[config.mk]
export PLATFORM = sky130hd
export DESIGN_NAME = cts_channel
export DESIGN_NICKNAME = d
export VERILOG_FILES = /design/src/verilog/cts_pkg.sv /design/src/verilog/cts_cmd_sync.sv /design/src/verilog/cts_channel.sv
export SDC_FILE = /design/constraint.sdc
export NUM_CORES = 1
export LEC_CHECK = 0
export ABC_CLOCK_PERIOD_IN_PS = 2200
export BUFFER_PORTS_ARGS = -buffer_cell sky130_fd_sc_hd__buf_4
export CAP_MARGIN = 0
export CORE_MARGIN = 4
export CORE_UTILIZATION = 47
export CTS_CLUSTER_SIZE = 10
export DETAILED_ROUTE_END_ITERATION = 6
export HOLD_SLACK_MARGIN = 0.06
export PLACE_DENSITY = 0.8
export SETUP_SLACK_MARGIN = 0.02
export SLEW_MARGIN = 10
export SYNTH_ARGS = -nofsm -noshare
export SYNTH_HDL_FRONTEND = slang
export SYNTH_SLANG_ARGS = --single-unit
[constraint.sdc]
create_clock -name ref_clk -period 2.2 [get_ports ref_clk]
set_clock_uncertainty 0.1 [all_clocks]
set_input_delay 0.55 -clock ref_clk [delete_from_list [all_inputs] [get_ports ref_clk]]
set_output_delay 0.55 -clock ref_clk [all_outputs]
set_load 0.005 [all_outputs]
[src/verilog/cts_pkg.sv]
// constants and carriers shared by the channel transfer sequencer
package cts_pkg;

    // register byte offsets within one channel's half of the map
    localparam logic [7:0] CTS_OFS_PTR_HI = 8'h4c; // address bits 19..16
    localparam logic [7:0] CTS_OFS_PTR_MD = 8'h4a; // address bits 15..8
    localparam logic [7:0] CTS_OFS_PTR_LO = 8'h4e; // address bits 7..0
    localparam logic [7:0] CTS_OFS_CNT_HI = 8'h50; // count bits 15..8
    localparam logic [7:0] CTS_OFS_CNT_LO = 8'h52; // count bits 7..0
    localparam logic [7:0] CTS_OFS_GO = 8'h54;
    localparam logic [7:0] CTS_OFS_HALT = 8'h56;
    localparam logic [7:0] CTS_OFS_CAPT = 8'h58;

    // byte field positions inside the pointer and counter
    localparam int CTS_HI_LSB = 16;
    localparam int CTS_MD_LSB = 8;
    localparam int CTS_HI_W = 4;

    // reset values
    localparam logic [7:0] CTS_RD_ZERO = 8'h00;

    // command synchronisation: clocks from write to state advance
    localparam int CTS_SYNC_CLKS = 10;
    localparam int CTS_SYNC_W = 4;

    // processor register access, one cycle per strobe
    typedef struct packed {
        logic wr;
        logic rd;
        logic [7:0] addr;
        logic [7:0] wdata;
    } cts_bus_s;

    // channel status seen by the rest of the device
    typedef struct packed {
        logic busy;
        logic very_busy;
        logic cmd_reject;
        logic sync_busy;
    } cts_stat_s;

    // synchronised command pulses
    typedef struct packed {
        logic go;
        logic halt;
        logic capt;
    } cts_cmd_s;

endpackage : cts_pkg

[src/verilog/cts_cmd_sync.sv]
// ten-clock synchroniser for start, stop and capture commands
`timescale 1ns/1ps
module cts_cmd_sync
    import cts_pkg::*;
(
    // clock and reset
    input wire logic ref_clk,
    input wire logic srst,
    // raw command writes, one-cycle pulses
    input wire cts_pkg::cts_cmd_s cmd_in,
    // delayed command pulses and busy level
    output cts_pkg::cts_cmd_s cmd_out,
    output logic sync_busy
);
    import cts_pkg::*;

    logic [CTS_SYNC_W-1:0] cnt_ff;
    logic [CTS_SYNC_W-1:0] nxt_cnt;
    cts_cmd_s held_ff;
    cts_cmd_s nxt_held;
    cts_cmd_s out_ff;
    cts_cmd_s nxt_out;

    localparam logic [CTS_SYNC_W-1:0] LAST = CTS_SYNC_W'(CTS_SYNC_CLKS - 1);
    localparam logic [CTS_SYNC_W-1:0] ONE = CTS_SYNC_W'(1);

    // a command is held while its count runs; writes meanwhile are dropped,
    // since firmware keeps off channel registers for that window
    always_comb
    begin
        nxt_cnt = cnt_ff;
        nxt_held = held_ff;
        nxt_out = '0;
        if (cnt_ff == '0)
        begin
            if (cmd_in != '0)
            begin
                nxt_cnt = ONE;
                nxt_held = cmd_in;
            end
        end
        else if (cnt_ff == LAST)
        begin
            nxt_out = held_ff; // fires so the state moves at clock ten
            nxt_cnt = '0;
            nxt_held = '0;
        end
        else
        begin
            nxt_cnt = cnt_ff + ONE;
        end
    end

    always_ff @(posedge ref_clk)
    begin
        if (srst)
        begin
            cnt_ff <= '0;
            held_ff <= '0;
            out_ff <= '0;
        end
        else
        begin
            cnt_ff <= nxt_cnt;
            held_ff <= nxt_held;
            out_ff <= nxt_out;
        end
    end

    assign cmd_out = out_ff;
    assign sync_busy = (cnt_ff != '0);

endmodule : cts_cmd_sync

[src/verilog/cts_channel.sv]
// per-channel transfer sequencer: pointer, byte counter, start/stop fsm
`timescale 1ns/1ps
module cts_channel
    import cts_pkg::*;
#(
    parameter int ADDR_W = 20,
    parameter int CNT_W = 16
)
(
    // clock and reset
    input wire logic ref_clk,
    input wire logic srst,
    // processor register access
    input wire cts_pkg::cts_bus_s bus,
    output logic [7:0] rd_data,
    // data path events
    input wire logic byte_done,
    input wire logic byte_is_redund,
    input wire logic xfer_err,
    input wire logic err_uncleared,
    // channel control bits
    input wire logic ecc_idle_en,
    input wire logic slave_mode,
    // channel state
    output cts_pkg::cts_stat_s stat,
    output logic xfer_active,
    output logic pio_enable,
    output logic [ADDR_W-1:0] buf_addr,
    output logic [CNT_W-1:0] bytes_left
);
    import cts_pkg::*;

    // the byte lanes below assume the documented widths
    if (ADDR_W != CTS_HI_LSB + CTS_HI_W || CNT_W != 2 * CTS_MD_LSB)
    begin : g_width_check
        $error("cts_channel: widths do not match the byte lanes");
    end

    typedef enum logic [2:0] {
        ST_IDLE,
        ST_BUSY,
        ST_VBUSY,
        ST_VBUSY_REJ,
        ST_REJECT
    } cts_state_e;

    // register decode ignores bit 0 and the channel select bit 7
    function automatic logic hit(input logic [7:0] a, input logic [7:0] ofs);
        hit = (a[6:1] == ofs[6:1]);
    endfunction : hit

    cts_state_e state_ff;
    cts_state_e nxt_state;
    logic [ADDR_W-1:0] addr_pipe_ff;
    logic [ADDR_W-1:0] nxt_addr_pipe;
    logic [ADDR_W-1:0] addr_cnt_ff;
    logic [ADDR_W-1:0] nxt_addr_cnt;
    logic [ADDR_W-1:0] addr_capt_ff;
    logic [ADDR_W-1:0] nxt_addr_capt;
    logic [CNT_W-1:0] cnt_pipe_ff;
    logic [CNT_W-1:0] nxt_cnt_pipe;
    logic [CNT_W-1:0] cnt_ff;
    logic [CNT_W-1:0] nxt_cnt;
    logic [CNT_W-1:0] cnt_capt_ff;
    logic [CNT_W-1:0] nxt_cnt_capt;
    logic load_pend_ff;
    logic nxt_load_pend;
    logic reject_ff;
    logic nxt_reject;
    logic [7:0] rd_data_ff;
    logic [7:0] nxt_rd_data;

    cts_cmd_s cmd_raw;
    cts_cmd_s cmd;
    logic sync_busy;
    logic active;
    logic done;
    logic count_byte;

    // raw command strobes, delayed by the synchroniser
    assign cmd_raw.go = bus.wr && hit(bus.addr, CTS_OFS_GO);
    assign cmd_raw.halt = bus.wr && hit(bus.addr, CTS_OFS_HALT);
    assign cmd_raw.capt = bus.wr && hit(bus.addr, CTS_OFS_CAPT);

    cts_cmd_sync u_sync (
        .ref_clk(ref_clk),
        .srst(srst),
        .cmd_in(cmd_raw),
        .cmd_out(cmd),
        .sync_busy(sync_busy)
    );

    // transfer progress; redundancy bytes are skipped under idle enable
    // so the count spans only the data between redundancy fields
    assign active = (state_ff == ST_BUSY) || (state_ff == ST_VBUSY)
        || (state_ff == ST_VBUSY_REJ);
    assign count_byte = active && byte_done && (cnt_ff != '0)
        && !(ecc_idle_en && byte_is_redund);
    assign done = active && (cnt_ff == '0);

    // counters, pipelines, latches and the command state machine
    always_comb
    begin
        nxt_state = state_ff;
        nxt_addr_pipe = addr_pipe_ff;
        nxt_addr_cnt = addr_cnt_ff;
        nxt_addr_capt = addr_capt_ff;
        nxt_cnt_pipe = cnt_pipe_ff;
        nxt_cnt = cnt_ff;
        nxt_cnt_capt = cnt_capt_ff;
        nxt_load_pend = load_pend_ff;
        nxt_reject = reject_ff;

        // running counters advance once per byte
        if (count_byte)
        begin
            nxt_addr_cnt = addr_cnt_ff + ADDR_W'(1);
            nxt_cnt = cnt_ff - CNT_W'(1);
        end

        if (cmd.halt)
        begin
            nxt_state = ST_IDLE;
            nxt_reject = 1'b0;
        end
        else if (active && xfer_err)
        begin
            nxt_addr_capt = addr_cnt_ff;
            nxt_cnt_capt = cnt_ff;
            nxt_state = ST_IDLE;
        end
        else
        begin
            unique case (state_ff)
                ST_IDLE:
                begin
                    if (cmd.go && err_uncleared)
                    begin
                        nxt_state = ST_REJECT;
                        nxt_reject = 1'b1;
                    end
                    else if (cmd.go)
                    begin
                        nxt_state = ST_BUSY;
                        nxt_cnt = cnt_pipe_ff;
                        if (load_pend_ff)
                        begin
                            nxt_addr_cnt = addr_pipe_ff;
                        end
                        nxt_load_pend = 1'b0;
                    end
                end
                ST_BUSY:
                begin
                    if (done)
                    begin
                        nxt_state = ST_IDLE;
                        nxt_addr_capt = addr_cnt_ff;
                        nxt_cnt_capt = cnt_ff;
                    end
                    if (cmd.go)
                    begin
                        nxt_state = ST_VBUSY;
                    end
                end
                ST_VBUSY:
                begin
                    if (cmd.go)
                    begin
                        nxt_reject = 1'b1;
                        nxt_state = done ? ST_REJECT : ST_VBUSY_REJ;
                    end
                    else if (done)
                    begin
                        nxt_state = ST_BUSY;
                        nxt_cnt = cnt_pipe_ff;
                        if (load_pend_ff)
                        begin
                            nxt_addr_cnt = addr_pipe_ff;
                        end
                        nxt_load_pend = 1'b0;
                    end
                end
                ST_VBUSY_REJ:
                begin
                    // queued values are taken as corrupted and not loaded here; they stay queued for the next start from idle
                    if (done)
                    begin
                        nxt_state = ST_REJECT;
                    end
                end
                ST_REJECT:
                begin
                    nxt_state = ST_REJECT;
                end
            endcase
        end

        // a capture write wins over the automatic captures above
        if (cmd.capt)
        begin
            nxt_addr_capt = addr_cnt_ff;
            nxt_cnt_capt = cnt_ff;
        end

        // pipeline writes are accepted in any state, busy included;
        // a write in the clearing cycle leaves the flag set
        if (bus.wr && hit(bus.addr, CTS_OFS_PTR_HI))
        begin
            nxt_addr_pipe[ADDR_W-1:CTS_HI_LSB] = bus.wdata[CTS_HI_W-1:0];
            nxt_load_pend = 1'b1;
        end
        if (bus.wr && hit(bus.addr, CTS_OFS_PTR_MD))
        begin
            nxt_addr_pipe[CTS_HI_LSB-1:CTS_MD_LSB] = bus.wdata;
            nxt_load_pend = 1'b1;
        end
        if (bus.wr && hit(bus.addr, CTS_OFS_PTR_LO))
        begin
            nxt_addr_pipe[CTS_MD_LSB-1:0] = bus.wdata;
            nxt_load_pend = 1'b1;
        end
        if (bus.wr && hit(bus.addr, CTS_OFS_CNT_HI))
        begin
            nxt_cnt_pipe[CNT_W-1:CTS_MD_LSB] = bus.wdata;
        end
        if (bus.wr && hit(bus.addr, CTS_OFS_CNT_LO))
        begin
            nxt_cnt_pipe[CTS_MD_LSB-1:0] = bus.wdata;
        end
    end

    // read data comes from the capture latches only, never the counters,
    // so a three-byte read cannot tear while the channel runs
    always_comb
    begin
        nxt_rd_data = rd_data_ff;
        if (bus.rd)
        begin
            nxt_rd_data = CTS_RD_ZERO;
            if (hit(bus.addr, CTS_OFS_PTR_HI))
            begin
                nxt_rd_data[CTS_HI_W-1:0] =
                    addr_capt_ff[ADDR_W-1:CTS_HI_LSB];
            end
            else if (hit(bus.addr, CTS_OFS_PTR_MD))
            begin
                nxt_rd_data = addr_capt_ff[CTS_HI_LSB-1:CTS_MD_LSB];
            end
            else if (hit(bus.addr, CTS_OFS_PTR_LO))
            begin
                nxt_rd_data = addr_capt_ff[CTS_MD_LSB-1:0];
            end
            else if (hit(bus.addr, CTS_OFS_CNT_HI))
            begin
                nxt_rd_data = cnt_capt_ff[CNT_W-1:CTS_MD_LSB];
            end
            else if (hit(bus.addr, CTS_OFS_CNT_LO))
            begin
                nxt_rd_data = cnt_capt_ff[CTS_MD_LSB-1:0];
            end
        end
    end

    always_ff @(posedge ref_clk)
    begin
        if (srst)
        begin
            state_ff <= ST_IDLE;
            addr_pipe_ff <= '0;
            addr_cnt_ff <= '0;
            addr_capt_ff <= '0;
            cnt_pipe_ff <= '0;
            cnt_ff <= '0;
            cnt_capt_ff <= '0;
            load_pend_ff <= 1'b0;
            reject_ff <= 1'b0;
            rd_data_ff <= CTS_RD_ZERO;
        end
        else
        begin
            state_ff <= nxt_state;
            addr_pipe_ff <= nxt_addr_pipe;
            addr_cnt_ff <= nxt_addr_cnt;
            addr_capt_ff <= nxt_addr_capt;
            cnt_pipe_ff <= nxt_cnt_pipe;
            cnt_ff <= nxt_cnt;
            cnt_capt_ff <= nxt_cnt_capt;
            load_pend_ff <= nxt_load_pend;
            reject_ff <= nxt_reject;
            rd_data_ff <= nxt_rd_data;
        end
    end

    // status and data outputs
    assign stat.busy = active;
    assign stat.very_busy = (state_ff == ST_VBUSY)
        || (state_ff == ST_VBUSY_REJ);
    assign stat.cmd_reject = reject_ff;
    assign stat.sync_busy = sync_busy;
    assign xfer_active = active;
    assign pio_enable = !slave_mode;
    assign buf_addr = addr_cnt_ff;
    assign bytes_left = cnt_ff;
    assign rd_data = rd_data_ff;
endmodule : cts_channel

### Word level (Yosys, flattened, before mapping)

Index checks and enable logic that the tools add are counted.

| operators by class | value |
|---|---|
| mux-type cells | 61 |
| bitwise operators | 2 |
| $add $sub $neg | 3 |
| reductions and logical operators | 39 |
| equal/unequal tests | 27 |

Operator list:

| kind | count |
|---|---|
| $mux W20 | 13 |
| $mux W16 | 12 |
| $eq A6 B6 Y1 const B | 8 |
| $pmux W20 S2 | 1 |
| $mux W3 | 11 |
| $mux W8 | 4 |
| $pmux W16 S2 | 1 |
| $add A20 B1 Y20 const B | 1 |
| $mux W4 | 5 |
| $logic_not A16 Y1 | 1 |
| $reduce_bool A16 Y1 | 1 |
| $sub A16 B1 Y16 const B | 1 |
| $logic_and A1 B1 Y1 | 15 |
| $pmux W3 S5 | 1 |
| $mux W1 | 11 |
| $ne A5 B5 Y1 const B | 2 |
| $ne A3 B2 Y1 const B | 3 |
| $reduce_bool A3 Y1 | 3 |
| $ne A2 B2 Y1 const B | 4 |
| $reduce_and A4 Y1 | 2 |
| $reduce_and A7 Y1 | 1 |
| $eq A3 B2 Y1 const B | 2 |
| $reduce_or A3 Y1 | 2 |
| $ne A5 B2 Y1 const B | 1 |
| other kinds (20) | 26 |

| word-level totals | value |
|---|---|
| bits of input ports | 26 |
| output and inout port bits | 50 |
| logic and storage cells | 152 |
| flip-flop bits (word level) | 131 |

### Depth between registers and ports, before layout

Gate-level depths: netlist of run 1.

| logic depth | value |
|---|---|
| depth in word-level cells | 13 |
| mapped depth | 10 |
| gate-level depth less buffers | 8 |

### Modules after synthesis

From an unflattened synthesis of run 1, not the netlist that was laid out.

| unflattened totals | value |
|---|---|
| cells, all modules | 713 |
| area total of the unflattened synthesis | 6135.9 µm² |

By module, submodules not included:

| module | area each (µm²) | sequential area each (µm²) | cells each | instances |
|---|---|---|---|---|
| cts_channel | 5705.5 | 2422.3 | 672 | 1 |
| cts_cmd_sync | 430.4 | 200.2 | 41 | 1 |

### Least setup slack after synthesis of run 1

OpenSTA, ideal clock, no wires.

| timing path | value |
|---|---|
| kind | input -> register |
| from | input port byte_done |
| to | register addr_cnt_ff[14], in the netlist buf_addr[14] |
| stages on the path | 7 |
| slack | -0.026 ns |
| required time | 2.014 ns |
| arrival time | 2.041 ns |
| setup time | 0.086 ns |
| path buffers | 1 |
| cell sequence | a21bo_2 -> or2_2 -> a21oi_2 -> buf_2 -> nand3_1 -> xor2_1 -> a211oi_1 |

| on the way | value |
|---|---|
| cells in the longest elaborated chain, start to end | 10 |
| elaborated cells on any way between the ends | 12 |
| those cells by class | mux: 9; reduce/logical: 3 |

RTL lines:

| what | line | source |
|---|---|---|
| from (decl) | cts_channel.sv:17 | `input wire logic byte_done,` |
| $logic_and A1 B1 Y1 (*) (2 in series) | cts_channel.sv:97 | `assign count_byte = active && byte_done && (cnt_ff != '0)` |
| $logic_and A1 B1 Y1 (*) | cts_channel.sv:98 | `&& !(ecc_idle_en && byte_is_redund);` |
| $mux W20 (*) | cts_channel.sv:115 | `if (count_byte)` |
| $mux W20 | cts_channel.sv:146, cts_channel.sv:177 |  |
| $mux W20, on equally long branches | cts_channel.sv:173, cts_channel.sv:142 |  |
| $mux W20, on equally long branches | cts_channel.sv:168, cts_channel.sv:137 |  |
| $pmux W20 S2 | cts_channel.sv:134 | `unique case (state_ff)` |
| $mux W20 | cts_channel.sv:126 | `else if (active && xfer_err)` |
| $mux W20 (*) | cts_channel.sv:121 | `if (cmd.halt)` |
| to (signal assigned) | cts_channel.sv:284 | `addr_cnt_ff <= nxt_addr_cnt;` |
| to (decl) | cts_channel.sv:56 | `logic [ADDR_W-1:0] addr_cnt_ff;` |

Mark *: on every way between the ends. The rest lies on a longest branch, timed or not.
A chain may end at the register's enable or synchronous reset.

### Worst setup path in the final report of run 1

| timing path | value |
|---|---|
| from | register cnt_ff[3], in the netlist bytes_left[3] |
| to | register cnt_ff[10], in the netlist bytes_left[10] |

| on the way | value |
|---|---|
| cells in the longest elaborated chain, start to end | 9 |
| elaborated cells on any way between the ends | 14 |
| those cells by class | add/sub: 1; mux: 8; reduce/logical: 5 |

RTL lines:

| what | line | source |
|---|---|---|
| from (decl) | cts_channel.sv:62 | `logic [CNT_W-1:0] cnt_ff;` |
| from (signal assigned) | cts_channel.sv:287 | `cnt_ff <= nxt_cnt;` |
| parallel branches: the longest is 8 deep, another holds $sub A16 B1 Y16 | -- |  |
| $mux W16 (*) | cts_channel.sv:121 |  |

Every way passes the cells marked *.

==> out/results.ini, run 1 <==
[logic_synthesis]
yosys.area_share.simple_pct=22.66
synth_cell_types=59
yosys-mux-area-fraction_pct=7.429
postSynth.asyncResetShare_pct=0
synth_most_common_cell=dfxtp_1
ys_top_cells_by_area=dfxtp_1 43%, mux2i_1 7.4%, nor2_1 6.1%
syn_area_per_cell_sq_um=8.662
synth_xor_area_share_pct=4.911
yosysTopAreaCell=dfxtp_1
syn_nets=732
synth_top_cell_area_share_pct=43.25
synthAdderAreaFrac_pct=1.238
synth_top_family_by_area=simple AND/OR/NAND/NOR gates
synth-main-ff-cell=dfxtp_1
synth_common_cells=131 x dfxtp_1, 99 x nor2_1, 61 x nand2_1
synth_compound_area_share_pct=16.38
synth_area_sq_mm=0.006063
ys.warnings.count=0
synth_seq_cells=131
synth_edf_count=0
postSynthCellCount=700
yosysSeqAreaShare_pct=43.25

[worst_setup_path]
r2r_start=bytes_left[3]
critPathLaunchType=flip-flop
worstSetupStartpoint=bytes_left[3]
critPathKind=flip-flop to flip-flop
worstPathRequired_ns=2.44
cp-end-kind=flip-flop
cp.arrival_ns=2.38
cp_max_fo=6

[clock_tree]
htree_num_levels=4
root_buffer=clkbuf_16
cts_tree=yes
clk_pin_slew_ns=0.06
clock_sinks=131
clock_latency_ns=0.43
cts_buffer_depth=2
cts_buffers=17

[route]
wire_per_inst_um=17.32
routed_via_density=5.747
drt-total-wl_um=17410
first_iter_violations=612
vias=5776
ant_nets=0
drt_pass1_iterations=5
route.detailed.drc=0

[placement]
detailed_place_hpwl_um=12120
gp_congestion=0.9187
port_buffers=73
place_area_sq_mm=0.007212
dp.cells=968

[global_routing]
grt_pass1_wl_um=26740
grt-ovfl-total=0
grt_pass1_vias=5213
grtUsageTotal_pct=23.22
grt_max_degree=41
antenna_found_initial=0

[timing]
rsz0062_at_grt=true
final-setup-viol-count=0
worstMarginPinSlew_ns=0.5816
hold_viol=0
fin_crit_sh_pct=97.41
finalMaxSlewViolations=0
min_period_ns=2.143
max_freq_ghz=0.4666
relSlewSlack_pct=61.14

[floorplanning]
initial_utilization_pct=48.05
placementRows=41
ios=76
coreArea_sq_mm=0.01262
die_y_um=121.6
dieArea_sq_mm=0.01478
die_w_um=121.6

[layout]
fillers=996
final_cells=1005
drive_gt1_share_pct=25.33
stdcell_area_sq_mm=0.008001
n_antenna_cell=0
area.growth.synth_to_final_pct=31.96
num-nets-final=852
multi_input_area_sq_mm=0.003306
seqCellArea_sq_mm=0.002628

[hold_path]
hold_class=input pin to flip-flop
hp-start=bus[16]

[pwr]
ir_drop_uv=548.9
p_leak_uw=0.003491
power_density_mw_per_mm2=718.5

[run]
drv_cap=0

[outcome]
status=complete, no violations

cells by family after synthesis:
group / count (synthesis)
muxes: 45
and+or+nand+nor: 285
adders and majority gates: 6
DFF: 131
AOI/OAI and AO/OA: 141
buffers and inverters: 58
xor gates and xnor gates: 34
state kept, by name (all words and copies together), names as in the netlist:
| signal | cells |
|---|---|
| addr_capt_ff | 20 |
| addr_pipe_ff | 20 |
| buf_addr | 20 |
| bytes_left | 16 |
| cnt_capt_ff | 16 |
| cnt_pipe_ff | 16 |
| rd_data | 8 |
| u_sync.cnt_ff | 4 |
| state_ff | 3 |
| u_sync.cmd_out | 3 |
| u_sync.held_ff | 3 |
| load_pend_ff | 1 |
| reject_ff | 1 |
path summary, 6_finish.rpt:
| check | endpoint | slack (ns) | cells after the start |
|---|---|---|---|
| worst max-delay path | bytes_left[10] | 0.06 | 7 |
| worst max register to register | bytes_left[10] | 0.06 | 7 |
| worst min-delay path | rd_data[1] | 0.32 | 2 |
| worst min register to register | u_sync.held_ff[1] | 0.35 | 2 |
placed cells by master, fill, tap and decap left out, types with 10 or more instances in the layout:
| cell type | n |
|---|---|
| clkbuf_16 | 17 |
| buf_4 | 141 |
| a211oi_1 | 25 |
| nand2_1 | 60 |
| nor2_1 | 99 |
| nor3_1 | 16 |
| mux2i_1 | 45 |
| xor2_1 | 23 |
| a21oi_1 | 44 |
| nand3_1 | 45 |
| o21ai_0 | 17 |
| xnor2_1 | 10 |
| dfxtp_1 | 127 |
| inv_1 | 11 |
timing repair:
item | 4_1_cts | 5_1_grt
hold buffers | 0 | 0
setup buffers | 0 | 5
gates cloned | 0 | 0
resized for setup | 3 | 26
pin swaps | 0 | 7
endpoints found under the setup margin | 54 | 61
worst max-delay path: stages, from the launching register on:
cell	delay, ns
dfxtp_2	0.34
or3_4	0.41
nor4_4	0.24
buf_6	0.17
nand3_4	0.07
or3_4	0.38
xor2_1	0.17
a211oi_2	0.18
area by class of cell:
cell class	instances	area share [%]
Clock inverter	11	2.174
Inverter	12	0.5942
Clock buffer	21	5.880
Timing Repair Buffer	147	14.51
Sequential cell	131	32.84
Multi-Input combinational cell	511	41.31
Tap cell	172	2.690
where the power goes:
group	total, uW	switching, uW	internal [uW]
Sequential	2410	17.9	2390
Clock	3050	1060	1990
Combinational	286	173	113
Total	5750	1250	4500
routing by layer:
layer  part of all wire [%]  up-vias  track usage, %  routed length (um)
li1                       -     2738               -                   -
met1                     44     2742           31.04                7574
met2                     47      254           36.06                8217
met3                    6.6       42           5.246                1155
met4                    2.6        0           10.22                 458
met5                      0        -               0                   0
through the flow:
stage	utilization (%)	setup slack [ns]	setup TNS, ns	total power, uW	hold slack (ns)
after detailed placement	57.15	-0.1964	-2.197	2735	0.3479
after floorplan	-	0.03793	0	2627	0.3235
final	63.40	0.05699	0	5749	0.3162
after CTS	62.32	0.01486	0	5770	0.2956
after global routing	63.40	-0.04281	-0.2610	5913	0.3037
after global placement	57.15	-0.1145	-0.9405	2730	0.3430
No activity file was read; power rests on OpenSTA's default activity.
==> run 2: changes to the inputs <==
--- a/config.mk
+++ b/config.mk
@@ -5,6 +5,7 @@
 export SDC_FILE = /design/constraint.sdc
 export NUM_CORES = 1
 export LEC_CHECK = 0
+export ABC_AREA = 1
 export ABC_CLOCK_PERIOD_IN_PS = 2200
 export BUFFER_PORTS_ARGS = -buffer_cell sky130_fd_sc_hd__buf_4
 export CAP_MARGIN = 0
==> out/results.ini, run 2 <==
[outcome]
status=complete, no violations

[floorplanning]
dieArea_sq_mm=0.01583
placementRows=42
die_y_um=125.8
ios=76
initial_utilization_pct=48.67
die_w_um=125.8
coreArea_sq_mm=0.01340

[logic_synthesis]
syn_area_per_cell_sq_um=6.830
yosysTopAreaCell=dfxtp_1
postSynthCellCount=955
synth_compound_area_share_pct=17.69
postSynth.asyncResetShare_pct=0
ys_top_cells_by_area=dfxtp_1 40%, nand2_1 11%, a21oi_1 7.5%
synth_common_cells=184 x nand2_1, 131 x dfxtp_1, 109 x inv_1
synth_most_common_cell=nand2_1
ys.warnings.count=0
synth_seq_cells=131
synth_cell_types=40
synth_top_family_by_area=simple AND/OR/NAND/NOR gates
synth-main-ff-cell=dfxtp_1
yosys-mux-area-fraction_pct=0
synth_xor_area_share_pct=2.148
yosysSeqAreaShare_pct=40.21
synth_area_sq_mm=0.006523
syn_nets=987
synth_edf_count=0
yosys.area_share.simple_pct=29.25
synthAdderAreaFrac_pct=1.151
synth_top_cell_area_share_pct=40.21

[clock_tree]
cts_buffer_depth=2
htree_num_levels=4
root_buffer=clkbuf_16
clock_latency_ns=0.43
cts_tree=yes
clk_pin_slew_ns=0.06
cts_buffers=17
clock_sinks=131

[timing]
min_period_ns=2.128
max_freq_ghz=0.4699
final-setup-viol-count=0
worstMarginPinSlew_ns=0.4919
relSlewSlack_pct=67.21
hold_viol=0
fin_crit_sh_pct=96.74
finalMaxSlewViolations=0
worst_slack_ns=0.07171

[worst_setup_path]
r2r_start=bytes_left[2]
crit_end=buf_addr[1]
cp_max_fo=6
cp-end-kind=flip-flop
r2r_end=buf_addr[1]
cp.arrival_ns=2.32
critPathKind=flip-flop to flip-flop
r2r_setup_slack_ns=0.07
worstPathRequired_ns=2.39
rr_worst_depth=11
critPathLaunchType=flip-flop
worstSetupStartpoint=bytes_left[2]

[layout]
seqCellArea_sq_mm=0.002628
num-nets-final=1094
n_antenna_cell=0
area.growth.synth_to_final_pct=26.78
final_cell_mix=183 x nand2_1, 127 x dfxtp_1, 123 x buf_4
final_common_cell=nand2_1
fillers=1197
multi_input_area_sq_mm=0.003362
drive_gt1_share_pct=18.60

[global_routing]
grtUsageTotal_pct=24.01
grt_pass1_vias=6136
antenna_found_initial=0
grt-ovfl-total=0
grt_pass1_wl_um=30660
grt_max_degree=73

[route]
first_iter_violations=744
wire_per_inst_um=15.41
drt_pass1_iterations=5
route.detailed.drc=0
ant_nets=0
drt-total-wl_um=19280
routed_via_density=5.423
vias=6784

[placement]
pre_cts_ws_ns=-0.09035
port_buffers=73
gp_congestion=0.9469
detailed_place_hpwl_um=13740

[pwr]
power_uw=5563
power_density_mw_per_mm2=672.7
ir_drop_uv=541.5
p_leak_uw=0.003668

[run]
drv_cap=0

[hold_path]
hold_class=input pin to flip-flop
holdPathStages=3

-- run 2: cell count changes after synthesis, sizes merged, moves of 36 or more --
cell,change
a21oi,+53
mux2i,-45
o21ai,+70
nand2,+127
inv,+101
nand3,+36
-- run 2: area by class of cell --
type,count,area share (%)
Multi-Input combinational cell,670,40.66
Inverter,114,5.326
Sequential cell,131,31.77
Clock inverter,10,1.574
Clock buffer,22,5.735
Timing Repair Buffer,128,12.27
Tap cell,176,2.663
-- run 2: timing repair --
action                     4_1_cts  5_1_grt
resized for setup                3       31
gates cloned                     0        1
hold buffers                     0        0
pin swaps                        0        4
buffers inserted                 0        4
setup endpoints to repair        9       62
-- run 2: stage by stage --
stage / std cells / instance area (sq um) / setup TNS [ns] / utilization (%) / hold slack [ns]
2_1_floorplan: 955 / 6523 / 0 / - / 0.3008
3_3_place_gp: 1214 / 7502 / -0.09022 / 55.99 / 0.3152
3_5_place_dp: 1214 / 7502 / -0.3179 / 55.99 / 0.3187
4_1_cts: 1246 / 8117 / 0 / 60.57 / 0.2985
5_1_grt: 1251 / 8269 / -0.04087 / 61.71 / 0.3011
6_report: 1251 / 8269 / 0 / 61.71 / 0.3094
-- run 2: routing by layer --
metal	track usage, %	vias to the layer above	share of wire [%]
met5	0	-	0
met4	7.256	0	2.4
met3	5.843	50	7.1
met2	39.40	294	48
met1	31.48	3091	43
li1	-	3349	-
-- run 2: power by group --
| part | switching (uW) | total, uW | internal (uW) | leakage (uW) |
|---|---|---|---|---|
| registers | 17.9 | 2410 | 2390 | 0.00106 |
| logic | 167 | 266 | 98.9 | 0.00231 |
| clock network | 1030 | 2880 | 1860 | 0.000296 |
| total | 1210 | 5560 | 4350 | 0.00367 |
-- run 2: cell families (layout without fill, tap and decap cells) --
kind of cell	Yosys count	after routing
XOR/XNOR	16	16
adder cells (fa/ha/maj)	6	6
AND/OR/NAND/NOR	431	431
buffers and inverters	154	274
AO/OA/AOI/OAI	217	217
flip-flops	131	131
-- run 2: worst min-delay path by stage --
stage                            from                 to  slack (ns)
floorplan           u_sync.cmd_out[1]          reject_ff        0.30
global placement    u_sync.cmd_out[1]          reject_ff        0.32
detailed placement  u_sync.held_ff[0]  u_sync.cmd_out[0]        0.32
CTS                            bus[6]     cnt_pipe_ff[6]        0.30
global route                   bus[6]     cnt_pipe_ff[6]        0.30
finish                         bus[6]     cnt_pipe_ff[6]        0.31
-- run 2: critical path: stages (launching register included) --
cell      delay [ns]
dfxtp_1         0.34
nor2_4          0.16
nand2_1         0.14
nor2_4          0.15
nand2_4         0.10
nand2_4         0.09
nand2_4         0.07
nor2_4          0.23
nand3_4         0.19
buf_8           0.19
o211ai_1        0.11
a21oi_1         0.11
